**src/shared/eac_pkg.sv**
```systemverilog
// Package: register map, field layout, timing and state types of the EEPROM access control
package eac_pkg;
    // Register indices; the bus byte address is the low six index bits times four
    localparam logic [7:0] IDX_CTRL = 8'h3f;
    localparam logic [7:0] IDX_DATA = 8'h40;
    localparam logic [7:0] IDX_PTRL = 8'h41;
    localparam logic [7:0] IDX_PTRH = 8'h42;
    localparam logic [7:0] IDX_IRQ_STAT = 8'h43;
    localparam logic [7:0] IDX_IRQ_MASK = 8'h44;
    localparam logic [7:0] IDX_SYS = 8'h45;
    // Control register fields
    localparam int CTRL_READ_BIT = 0;
    localparam int CTRL_WSTRB_BIT = 1;
    localparam int CTRL_ARM_BIT = 2;
    localparam int CTRL_RIE_BIT = 3;
    localparam int CTRL_PAS_LSB = 4;
    // System register fields: global irq enable, self program active
    localparam int SYS_GIE_BIT = 0;
    localparam int SYS_SPM_BIT = 1;
    // Irq status fields
    localparam int IRQ_DONE_BIT = 0;
    localparam int IRQ_REFUSED_BIT = 1;
    localparam int IRQ_W = 2;
    // Reset values
    localparam logic [7:0] DATA_RST = 8'h00;
    localparam logic [1:0] PAS_RST = 2'h0;
    // Program actions
    localparam logic [1:0] PAS_ERASE_WRITE = 2'h0;
    localparam logic [1:0] PAS_ERASE = 2'h1;
    localparam logic [1:0] PAS_WRITE = 2'h2;
    // Timing
    localparam int ARM_WINDOW_CYC = 4;
    localparam int WSTALL_CYC = 2;
    localparam int RSTALL_CYC = 4;
    localparam int RC_WRITE_CYC = 26368;
    localparam int RC_SHORT_CYC = 14063;
    typedef enum {EAC_IDLE, EAC_PROG} eac_state_t;
endpackage : eac_pkg

```
**src/shared/eac_arr_if.sv**
```systemverilog
// Interface: connection between the control logic and the byte array
`timescale 1ns/1ps
interface eac_arr_if #(parameter int AW = 9);
    logic rd;
    logic wr;
    logic er;
    logic [AW-1:0] addr;
    logic [7:0] wdata;
    logic [7:0] rdata;
    modport ctrl (output rd, output wr, output er, output addr, output wdata, input rdata);
    modport mem (input rd, input wr, input er, input addr, input wdata, output rdata);
endinterface : eac_arr_if

```
**src/eac_array.sv**
```systemverilog
// Byte-wide nonvolatile array model with combinational read
`timescale 1ns/1ps
module eac_array #(
    parameter int AW = 9
) (
    input wire logic i_core_clk,
    eac_arr_if.mem arr
);
    logic [7:0] mem [0:(1<<AW)-1];
    assign arr.rdata = mem[arr.addr];
    always_ff @(posedge i_core_clk) begin
        if (arr.er && arr.wr) begin
            mem[arr.addr] <= arr.wdata;
        end else if (arr.er) begin
            mem[arr.addr] <= 8'hff;
        end else if (arr.wr) begin
            mem[arr.addr] <= mem[arr.addr] & arr.wdata;
        end
    end
endmodule : eac_array

```
**src/eac_timer.sv**
```systemverilog
// Write duration timer counting calibrated oscillator ticks
`timescale 1ns/1ps
module eac_timer #(
    parameter int LONG_CYC = eac_pkg::RC_WRITE_CYC,
    parameter int SHORT_CYC = eac_pkg::RC_SHORT_CYC
) (
    input wire logic i_core_clk,
    input wire logic i_nrst,
    input wire logic i_rc_tick,
    input wire logic i_start,
    input wire logic i_short,
    output logic o_done
);
    logic [15:0] count;
    logic running;
    always_ff @(posedge i_core_clk) begin
        o_done <= 1'b0;
        if (i_start) begin
            running <= 1'b1;
            count <= i_short ? 16'(SHORT_CYC - 1) : 16'(LONG_CYC - 1);
        end else if (running && i_rc_tick) begin
            if (count == 16'h0000) begin
                running <= 1'b0;
                o_done <= 1'b1;
            end else begin
                count <= count - 16'h0001;
            end
        end
        if (!i_nrst && !running) begin
            count <= 16'h0000;
        end
    end
endmodule : eac_timer

```
**src/eac_ctrl.sv**
```systemverilog
// EEPROM access control: Wishbone registers, arming, strobes, stalls, ready irq
//
// Register access over Wishbone and the placing of the registers are this design's own decisions.
`timescale 1ns/1ps
// What this block does
// [RULE1] Armed strobe within four cycles starts write
// [RULE2] Strobe without arm does nothing
// [RULE3] Arm bit self-clears after four cycles
// [RULE4] Software polls, loads, arms, then strobes
// [RULE5] No programming while flash self-programs
// [RULE6] Software disables interrupts during write sequence
// [RULE7] Strobe stays set until write completes
// [RULE8] Write start stalls core two cycles
// [RULE9] Read strobe loads data register immediately
// [RULE10] Read stalls core four cycles
// [RULE11] During write refuse reads, pointer changes
// [RULE12] Software polls strobe before reading
// [RULE13] Erase-write timed by 26368 oscillator ticks, erase or write alone by 14063
// [RULE14] Action select chooses operation, locked while busy
// [RULE15] Ready irq while idle, enabled, global
// [RULE16] Byte pointer linear, load before use
// [RULE17] Ignore data and strobe writes while busy
module eac_ctrl #(
    parameter int AW = 9,
    parameter int LONG_CYC = eac_pkg::RC_WRITE_CYC,
    parameter int SHORT_CYC = eac_pkg::RC_SHORT_CYC
) (
    input wire logic i_core_clk,
    input wire logic i_nrst,
    input wire logic i_rc_tick,
    input wire logic [7:0] i_wb_adr,
    input wire logic [31:0] i_wb_dat,
    input wire logic [3:0] i_wb_sel,
    input wire logic i_wb_we,
    input wire logic i_wb_cyc,
    input wire logic i_wb_stb,
    output logic [31:0] o_wb_dat,
    output logic o_wb_ack,
    output logic o_core_stall,
    output logic o_ready_irq,
    output logic o_irq
);
    ////////////////////////////////////////////////////////////////////////////
    // Bus decode
    function automatic logic hit(input logic [7:0] adr, input logic [7:0] idx);
        hit = (adr[7:2] == idx[5:0]) && (adr[1:0] == 2'h0);
    endfunction : hit
    logic req;
    logic wr_lane;
    logic wr_ctrl;
    logic wr_data;
    logic wr_ptrl;
    logic wr_ptrh;
    logic wr_stat;
    logic wr_mask;
    logic wr_sys;
    logic [7:0] wb;
    assign req = i_wb_cyc && i_wb_stb && !o_wb_ack;
    assign wr_lane = req && i_wb_we && i_wb_sel[0];
    assign wb = i_wb_dat[7:0];
    assign wr_ctrl = wr_lane && hit(i_wb_adr, eac_pkg::IDX_CTRL);
    assign wr_data = wr_lane && hit(i_wb_adr, eac_pkg::IDX_DATA);
    assign wr_ptrl = wr_lane && hit(i_wb_adr, eac_pkg::IDX_PTRL);
    assign wr_ptrh = wr_lane && hit(i_wb_adr, eac_pkg::IDX_PTRH);
    assign wr_stat = wr_lane && hit(i_wb_adr, eac_pkg::IDX_IRQ_STAT);
    assign wr_mask = wr_lane && hit(i_wb_adr, eac_pkg::IDX_IRQ_MASK);
    assign wr_sys = wr_lane && hit(i_wb_adr, eac_pkg::IDX_SYS);
    ////////////////////////////////////////////////////////////////////////////
    // State
    eac_arr_if #(.AW(AW)) arr ();
    eac_pkg::eac_state_t state;
    logic master_write_arm;
    logic [2:0] arm_count;
    logic write_strobe;
    logic ready_irq_enable;
    logic [1:0] program_action_select;
    logic [7:0] nv_data_register;
    logic [AW-1:0] nv_byte_pointer;
    logic global_irq_enable;
    logic self_program_active;
    logic [2:0] stall_count;
    logic [eac_pkg::IRQ_W-1:0] irq_stat;
    logic [eac_pkg::IRQ_W-1:0] irq_mask;
    logic start_write;
    logic read_go;
    logic read_refused;
    logic timer_done;
    logic busy;
    logic [7:0] ctrl_view;
    logic [7:0] ptrh_view;
    logic [15:0] ptr_wide;
    logic [7:0] prog_data;
    assign busy = (state == eac_pkg::EAC_PROG);
    assign start_write = wr_ctrl && wb[eac_pkg::CTRL_WSTRB_BIT] && master_write_arm
        && !busy && !self_program_active; // [RULE1] [RULE2] [RULE5] [RULE17]
    assign read_go = wr_ctrl && wb[eac_pkg::CTRL_READ_BIT] && !busy; // [RULE11]
    assign read_refused = wr_ctrl && wb[eac_pkg::CTRL_READ_BIT] && busy;
    ////////////////////////////////////////////////////////////////////////////
    // Arm bit with four-cycle window
    always_ff @(posedge i_core_clk) begin
        if (!i_nrst) begin
            master_write_arm <= 1'b0;
            arm_count <= 3'h0;
        end else if (wr_ctrl && wb[eac_pkg::CTRL_ARM_BIT] && !wb[eac_pkg::CTRL_WSTRB_BIT]) begin
            master_write_arm <= 1'b1;
            arm_count <= 3'(eac_pkg::ARM_WINDOW_CYC);
        end else if (start_write) begin
            master_write_arm <= 1'b0;
            arm_count <= 3'h0;
        end else if (arm_count != 3'h0) begin
            arm_count <= arm_count - 3'h1;
            master_write_arm <= (arm_count != 3'h1); // [RULE3]
        end
    end
    ////////////////////////////////////////////////////////////////////////////
    // Write sequencing and strobe
    always_ff @(posedge i_core_clk) begin
        if (!i_nrst) begin
            if (!busy) begin
                state <= eac_pkg::EAC_IDLE;
                write_strobe <= 1'b0;
            end
        end else begin
            case (state)
                eac_pkg::EAC_IDLE: begin
                    if (start_write) begin
                        state <= eac_pkg::EAC_PROG;
                        write_strobe <= 1'b1; // [RULE7]
                    end
                end
                eac_pkg::EAC_PROG: begin
                    if (timer_done) begin
                        state <= eac_pkg::EAC_IDLE;
                        write_strobe <= 1'b0; // [RULE7]
                    end
                end
                default: begin
                    state <= eac_pkg::EAC_IDLE;
                    write_strobe <= 1'b0;
                end
            endcase
        end
    end
    ////////////////////////////////////////////////////////////////////////////
    // Action select and ready enable
    always_ff @(posedge i_core_clk) begin
        if (!i_nrst) begin
            ready_irq_enable <= 1'b0;
            if (!busy) begin
                program_action_select <= eac_pkg::PAS_RST;
            end
        end else if (wr_ctrl) begin
            ready_irq_enable <= wb[eac_pkg::CTRL_RIE_BIT];
            if (!write_strobe) begin
                program_action_select <= wb[eac_pkg::CTRL_PAS_LSB +: 2]; // [RULE14]
            end
        end
    end
    ////////////////////////////////////////////////////////////////////////////
    // Pointer and data registers
    assign ptr_wide = {8'h00, wb} << 8;
    always_ff @(posedge i_core_clk) begin
        if (wr_ptrl && !busy) begin
            nv_byte_pointer[7:0] <= wb; // [RULE11] [RULE16]
        end
        if (wr_ptrh && !busy && AW > 8) begin
            nv_byte_pointer <= AW'({ptr_wide[15:8], nv_byte_pointer[7:0]}); // [RULE11] [RULE16]
        end
    end
    always_ff @(posedge i_core_clk) begin
        if (!i_nrst) begin
            nv_data_register <= eac_pkg::DATA_RST;
        end else if (read_go) begin
            nv_data_register <= arr.rdata; // [RULE9]
        end else if (wr_data && !busy) begin
            nv_data_register <= wb; // [RULE17]
        end
    end
    ////////////////////////////////////////////////////////////////////////////
    // System inputs register
    always_ff @(posedge i_core_clk) begin
        if (!i_nrst) begin
            global_irq_enable <= 1'b0;
            self_program_active <= 1'b0;
        end else if (wr_sys) begin
            global_irq_enable <= wb[eac_pkg::SYS_GIE_BIT];
            self_program_active <= wb[eac_pkg::SYS_SPM_BIT];
        end
    end
    ////////////////////////////////////////////////////////////////////////////
    // Core stall
    always_ff @(posedge i_core_clk) begin
        if (!i_nrst) begin
            stall_count <= 3'h0;
        end else if (start_write) begin
            stall_count <= 3'(eac_pkg::WSTALL_CYC); // [RULE8]
        end else if (read_go) begin
            stall_count <= 3'(eac_pkg::RSTALL_CYC); // [RULE10]
        end else if (stall_count != 3'h0) begin
            stall_count <= stall_count - 3'h1;
        end
    end
    assign o_core_stall = (stall_count != 3'h0);
    ////////////////////////////////////////////////////////////////////////////
    // Array drive and timer
    assign arr.addr = nv_byte_pointer;
    // Data snapshot so a reset during programming cannot corrupt the byte
    always_ff @(posedge i_core_clk) begin
        if (start_write) begin
            prog_data <= nv_data_register; // [RULE17]
        end
    end
    assign arr.wdata = prog_data;
    assign arr.rd = read_go;
    assign arr.wr = timer_done && (program_action_select != eac_pkg::PAS_ERASE);
    assign arr.er = timer_done && (program_action_select != eac_pkg::PAS_WRITE);
    eac_timer #(.LONG_CYC(LONG_CYC), .SHORT_CYC(SHORT_CYC)) u_timer (
        .i_core_clk(i_core_clk),
        .i_nrst(i_nrst),
        .i_rc_tick(i_rc_tick),
        .i_start(start_write),
        .i_short(program_action_select != eac_pkg::PAS_ERASE_WRITE),
        .o_done(timer_done) // [RULE13]
    );
    eac_array #(.AW(AW)) u_array (
        .i_core_clk(i_core_clk),
        .arr(arr)
    );
    ////////////////////////////////////////////////////////////////////////////
    // Interrupts
    assign o_ready_irq = ready_irq_enable && global_irq_enable && !write_strobe
        && !self_program_active; // [RULE15]
    always_ff @(posedge i_core_clk) begin
        if (!i_nrst) begin
            irq_stat <= '0;
            irq_mask <= '0;
        end else begin
            if (wr_mask) begin
                irq_mask <= wb[eac_pkg::IRQ_W-1:0];
            end
            irq_stat <= (irq_stat & ~(wr_stat ? wb[eac_pkg::IRQ_W-1:0] : '0))
                | {read_refused, timer_done};
        end
    end
    assign o_irq = |(irq_stat & irq_mask);
    ////////////////////////////////////////////////////////////////////////////
    // Read back
    assign ctrl_view = {2'h0, program_action_select, ready_irq_enable, master_write_arm,
        write_strobe, 1'b0};
    assign ptrh_view = 8'(nv_byte_pointer >> 8);
    always_ff @(posedge i_core_clk) begin
        if (!i_nrst) begin
            o_wb_ack <= 1'b0;
            o_wb_dat <= 32'h00000000;
        end else begin
            o_wb_ack <= req;
            o_wb_dat <= 32'h00000000;
            if (req && !i_wb_we) begin
                if (hit(i_wb_adr, eac_pkg::IDX_CTRL)) o_wb_dat[7:0] <= ctrl_view;
                if (hit(i_wb_adr, eac_pkg::IDX_DATA)) o_wb_dat[7:0] <= nv_data_register;
                if (hit(i_wb_adr, eac_pkg::IDX_PTRL)) o_wb_dat[7:0] <= nv_byte_pointer[7:0];
                if (hit(i_wb_adr, eac_pkg::IDX_PTRH)) o_wb_dat[7:0] <= ptrh_view;
                if (hit(i_wb_adr, eac_pkg::IDX_IRQ_STAT)) o_wb_dat[1:0] <= irq_stat;
                if (hit(i_wb_adr, eac_pkg::IDX_IRQ_MASK)) o_wb_dat[1:0] <= irq_mask;
                if (hit(i_wb_adr, eac_pkg::IDX_SYS)) begin
                    o_wb_dat[1:0] <= {self_program_active, global_irq_enable};
                end
            end
        end
    end
endmodule : eac_ctrl

```
**config.mk**
```make
export PLATFORM = sky130hd
export DESIGN_NAME = eac_ctrl
export DESIGN_NICKNAME = d
export VERILOG_FILES = /design/src/shared/eac_pkg.sv /design/src/shared/eac_arr_if.sv /design/src/eac_array.sv /design/src/eac_timer.sv /design/src/eac_ctrl.sv
export SDC_FILE = /design/constraint.sdc
export NUM_CORES = 2
export LEC_CHECK = 0
export BUFFER_PORTS_ARGS = -buffer_cell sky130_fd_sc_hd__buf_2
export CAP_MARGIN = 20
export CORE_UTILIZATION = 32
export DETAILED_ROUTE_END_ITERATION = 6
export PLACE_DENSITY = 0.52
export SLEW_MARGIN = 20
export SYNTH_ARGS = -nofsm -noshare
export SYNTH_HDL_FRONTEND = slang
export SYNTH_SLANG_ARGS = --single-unit
```
**constraint.sdc**
```tcl
create_clock -name i_core_clk -period 18.4 [get_ports i_core_clk]
set_input_delay 0 -clock i_core_clk [delete_from_list [all_inputs] [get_ports i_core_clk]]
set_output_delay 0 -clock i_core_clk [all_outputs]
set_load 0.01 [all_outputs]
```
== Word level (Yosys, flattened, before mapping) ==
Memories as Yosys holds them, arrays and structs flattened.
Index checks and enable logic that the tools add are counted.
W data, S select, Z words.
Word-level totals
  RAM bits: 4096
  bits in registers: 125
  word-level logic and storage cells: 177
  output and inout port bits: 36
  input bits: 50
  memories: 1
Cells by class
  equal/unequal tests: 17
  muxes and demuxes: 49
  reduce and logical (&&, ||, !) cells: 71
  $add $sub $neg: 3
  bitwise logic cells: 11
Memories
  u_array.mem: words 512, width 8, rd ports 1, clocked after memory_dff 0, wr ports 1, RTL line eac_array.sv:9  | logic [7:0] mem [0:(1<<AW)-1];
Operator list (count)
  $mux W32: 4
  $pmux W32 S2: 1
  $mux W8: 7
  $mux W16: 3
  $logic_and A1 B1 Y1: 39
  $eq A32 B1 Y1 const B: 1
  $eq A32 B2 Y1 const B: 1
  $logic_not A32 Y1: 1
  $mux W2: 9
  $mux W1: 17
  $logic_not A16 Y1: 1
  $sub A16 B1 Y16 const B: 1
  $mux W15: 1
  $mux W3: 5
  $eq A6 B2 Y1 const B: 2
  $eq A6 B3 Y1 const B: 2
  $reduce_bool A3 Y1: 4
  $reduce_or A3 Y1: 3
  $and A8 B8 Y8: 1
  $logic_not A1 Y1: 8
  $ne A2 B2 Y1 const B: 4
  $reduce_and A2 Y1: 4
  $reduce_bool A2 Y1: 4
  $eq A6 B1 Y1 const B: 1
  17 further kinds: 27

== Logic depth before layout (Yosys ltp) ==
  depth in word-level cells: 12
  mapped depth: 15
  mapped depth without buffers: 9

== Modules after synthesis ==
A second synthesis with hierarchy kept.
Second synthesis, totals
  cells, all modules: 7952
  area, all modules: 162569.7 um^2
Modules (own cells, without submodules)
  eac_array: cells an instance 7565, area each 158896.1 um^2, sequential area each 122998.0 um^2, instances 1
  eac_ctrl: cells an instance 262, area each 2618.8 um^2, sequential area each 1221.2 um^2, instances 1
  eac_timer: cells an instance 125, area each 1054.8 um^2, sequential area each 360.3 um^2, instances 1

== Worst setup path before layout ==
OpenSTA, ideal clock, no wires.
  path kind: reg2reg
  start point: register nv_byte_pointer[1], in the netlist arr.addr[1]
  end point: memory u_array.mem[0][6], data pin
  arrival time: 16.293 ns
  slack: -0.848 ns
  clock period less this slack: 19.248 ns
  buffers on the path: 7
  data required time: 15.445 ns
  cell stages (with the launch flop): 15
  setup time: 2.955 ns
  path through: edfxtp_1 buf_4 buf_4 buf_2 buf_2 buf_2 buf_2 buf_1 mux4_2 mux2i_1 o22ai_1 nor2_1 a31oi_1 nor4_1 a21oi_1
On the way
  longest elaborated chain between the ends: 3
Ends and longest elaborated chain
  start, declared: RTL line eac_ctrl.sv:78  | logic [AW-1:0] nv_byte_pointer;
  start signal, assigned: RTL line eac_ctrl.sv:164  | nv_byte_pointer[7:0] <= wb;
  start signal, assigned: RTL line eac_ctrl.sv:167  | nv_byte_pointer <= AW'({ptr_wide[15:8], nv_byte_pointer[7:0]});
  $mem_v2 Z512 W8
  $and A8 B8 Y8: RTL line eac_array.sv:17  | mem[arr.addr] <= mem[arr.addr] & arr.wdata;
  $mux W8 (no line)
  end, declared: RTL line eac_array.sv:9
No other way between the ends.

== Worst setup path after layout ==
  start point: register nv_byte_pointer[0], in the netlist arr.addr[0]
  end point: memory u_array.mem[160][2], data pin
Same word-level chain as after synthesis.

==> metrics.txt <==
status=completed; Post-CTS Hold Buffers=57; FF-to-FF End=u_array.mem[160][2]; CTS Sinks=4165; RSZ-0062 raised after global routing=false; minimum clock period=10010 ps; Final Setup Violations=0; antenna-violating nets left=0; CTS Buffer Depth=4; yosys warns=0; Post-synth top flop=edfxtp_1; Fin Setup TNS=0 ps; Fmax achieved=99.9 MHz; Avg WL per Cell=33.2 um; CTS tree=yes; post-CTS sizing=0; Crit path largest cell delay=980 ps; Worst EP arrival=10580 ps; root buffer cell=clkbuf_16; Post-Synth XOR/XNOR Area=0.0919%; largest family of logic cells by synthesized area=multiplexers; most common cell after layout, fill and taps aside=edfxtp_1; Starting Density=~32%; EDFF count, synth=between 4000 and 5000; slowest CP cell=nor4bb_1; Worst-Margin Slew=1220 ps; Final Power=about 19 mW; Hold Vio Cnt, Final=0; footprint of the multi-input gates=0.0354 mm2; hold path start=i_wb_dat[6]; core area=0.503 mm2; Max Slew Vio Count=0; Seq cells post-synth=4165; post-synthesis cell type count=84; Synth Area in Adders=0.0463%; 1st-iter DRT viols=around 10000; largest net degree at the start of global routing=233; worst rel slew slack=18.7%; routability congestion estimate=0.879; CP startpoint kind=flop; Layout area overhead=14.1%; Worst Clk Skew=75.4 ps; Setup Buffers After CTS=0; compound-cell area share of the yosys netlist=3.19%; Total Nets Final=8257; FF-to-FF Start=arr.addr[0]; global route overflow=0; CP max FO=84; H-tree depth=5; TritonRoute pass-1 iters=6; Ports=86; cell repeated most along the worst path=buf_4; Die Ht=713 um; fillcell total=45800; vias=84000; Cell Pwr Density=102 mW/mm2; reg2reg setup slack=8390 ps; Placement Rows=260; detailed placer's ending HPWL=between 300000 and 400000 um; leakage power=66.2 nW; CP Capture Type=flop; Crit Path Class=flop to flop; average cell area after synthesis=20.4 um2; Cells after Synth=7924; Final Cell Area=0.185 mm2; first-pass GRT wire length=692000 um; post-synthesis mux area share=roughly 15%; DIE AREA=0.509 mm2; worst-case vdd ir drop=0.0892 mV; CTS buffer count=413; hold crit path type=input port to flop; crit share post-route=54.4%; Synth Cell Area=0.162 mm2; Residual DRC=0; drt total wl=just over 500000 um; Max-Cap Viols=0; Hold EP=nv_data_register[6]; drt via density=5.52; chip width=713 um; initial antenna violation count=34; asr flop ratio synth=0%; sequential share of the synthesized area=between 70% and 80%; GRT Overall Usage=19.3%; clock latency on the worst-skew pair=roughly 1100 ps; FF/Latch Area=0.125 mm2; Worst EP required=18970 ps; Hold Path Cell Cnt=5; commonest non-fill, non-tap cells in the layout=edfxtp_1 (4116), mux4_2 (902), nor2_1 (587); crit-path cells=buf_4, buf_12, buf_4, mux4_2, a22oi_1, a31oi_1, a211oi_1, nor4bb_1, nand4_1, o21ba_4, buf_4, buf_4, buf_16, buf_4; simple-gate share of the synthesized area=about 3.1%; R2R depth=14; vias in the first global route=between 80000 and 90000; fraction of layout cells with a size suffix above 1=22.8%; DP Area=0.171 mm2; clock-pin slew on the worst setup and hold paths=60 ps; port bufs=34
-- sequential cells by signal, indices dropped and copies added, names as in the netlist, 3 cells and up --
name / flops
o_wb_dat: 8
u_timer.count: 16
nv_data_register: 8
stall_count: 3
u_array.mem: 4096
arr.addr: 9
arm_count: 3
arr.wdata: 8
-- metrics by stage --
| step | std cells | util, % | hold slack, ps | setup WS [ps] |
|---|---|---|---|---|
| finish | 15200 | 36.8 | 78.9 | 8390 |
| global route | 15200 | 36.8 | 65.8 | 7920 |
| CTS | 15200 | 36.7 | 8.07 | 7920 |
| detailed placement | 14400 | 34.0 | 206 | 7950 |
| global placement | 14400 | 34.0 | 199 | 8230 |
| floorplan | 7947 | - | 98.9 | 5970 |
-- synth_stat cells, types with 98 or more instances --
cell type / instances / area (um2)
buf_2: 189 / 946
edfxtp_1: 4116 / 124000
a21oi_1: 136 / 681
mux4_2: 902 / 20300
clkbuf_1: 218 / 818
mux2i_1: 350 / 3500
o22ai_1: 98 / 613
a22oi_1: 171 / 1280
nor2_1: 596 / 2240
nand3_1: 102 / 510
nand2_1: 210 / 788
o21ai_0: 99 / 495
-- cells by family after synthesis --
group	after synthesis
other	1
AND/OR/NAND/NOR	1127
multiplexers	1311
adder cells (fa/ha/maj)	6
XOR/XNOR	17
AO/OA/AOI/OAI	757
flip-flops	4165
buffers and inverters	540
-- how the worst max path moves through the flow --
stage / startpoint / end / slack, ps / depth (start not counted)
floorplan: arr.addr[1] / u_array.mem[0][6] / 5970 / 14
global placement: arr.addr[0] / u_array.mem[496][1] / 8230 / 16
detailed placement: arr.addr[0] / u_array.mem[496][1] / 7950 / 16
CTS: arr.addr[0] / u_array.mem[352][1] / 7920 / 16
global route: arr.addr[0] / u_array.mem[160][2] / 7920 / 18
finish: arr.addr[0] / u_array.mem[160][2] / 8390 / 14
-- routing by layer --
layer	global-route usage [%]	vias up	routed length, um
met1	26.5	45700	207000
met2	30.5	4023	235000
met4	6.68	12	19200
li1	-	33500	-
met3	4.26	839	44800
met5	0	-	225
-- report_power, final --
part	total, mW	switching (mW)	internal [mW]
clock network	8.46	3.68	4.78
registers	10.3	0.00570	10.3
logic	0.0506	0.0275	0.0231
-- final cells by class --
type                       instances  share of cell area (%)
antenna                            8                  0.0108
clock buffer                     507                    5.92
clock inverter                   241                    1.25
inverter                          21                  0.0494
multi-input combinational       3242                    19.2
sequential                      4165                    67.4
tap                             6681                    4.52
timing repair buffer             358                    1.69
-- critical path: cells and delay by family (launching register included) --
| family | cells | cell delay, ps |
|---|---|---|
| compound gates | 4 | 2450 |
| buf+inv | 7 | 3400 |
| flops | 1 | 920 |
| mux | 1 | 590 |
| simple gates | 2 | 1700 |
(Power assumes the default switching activity.)
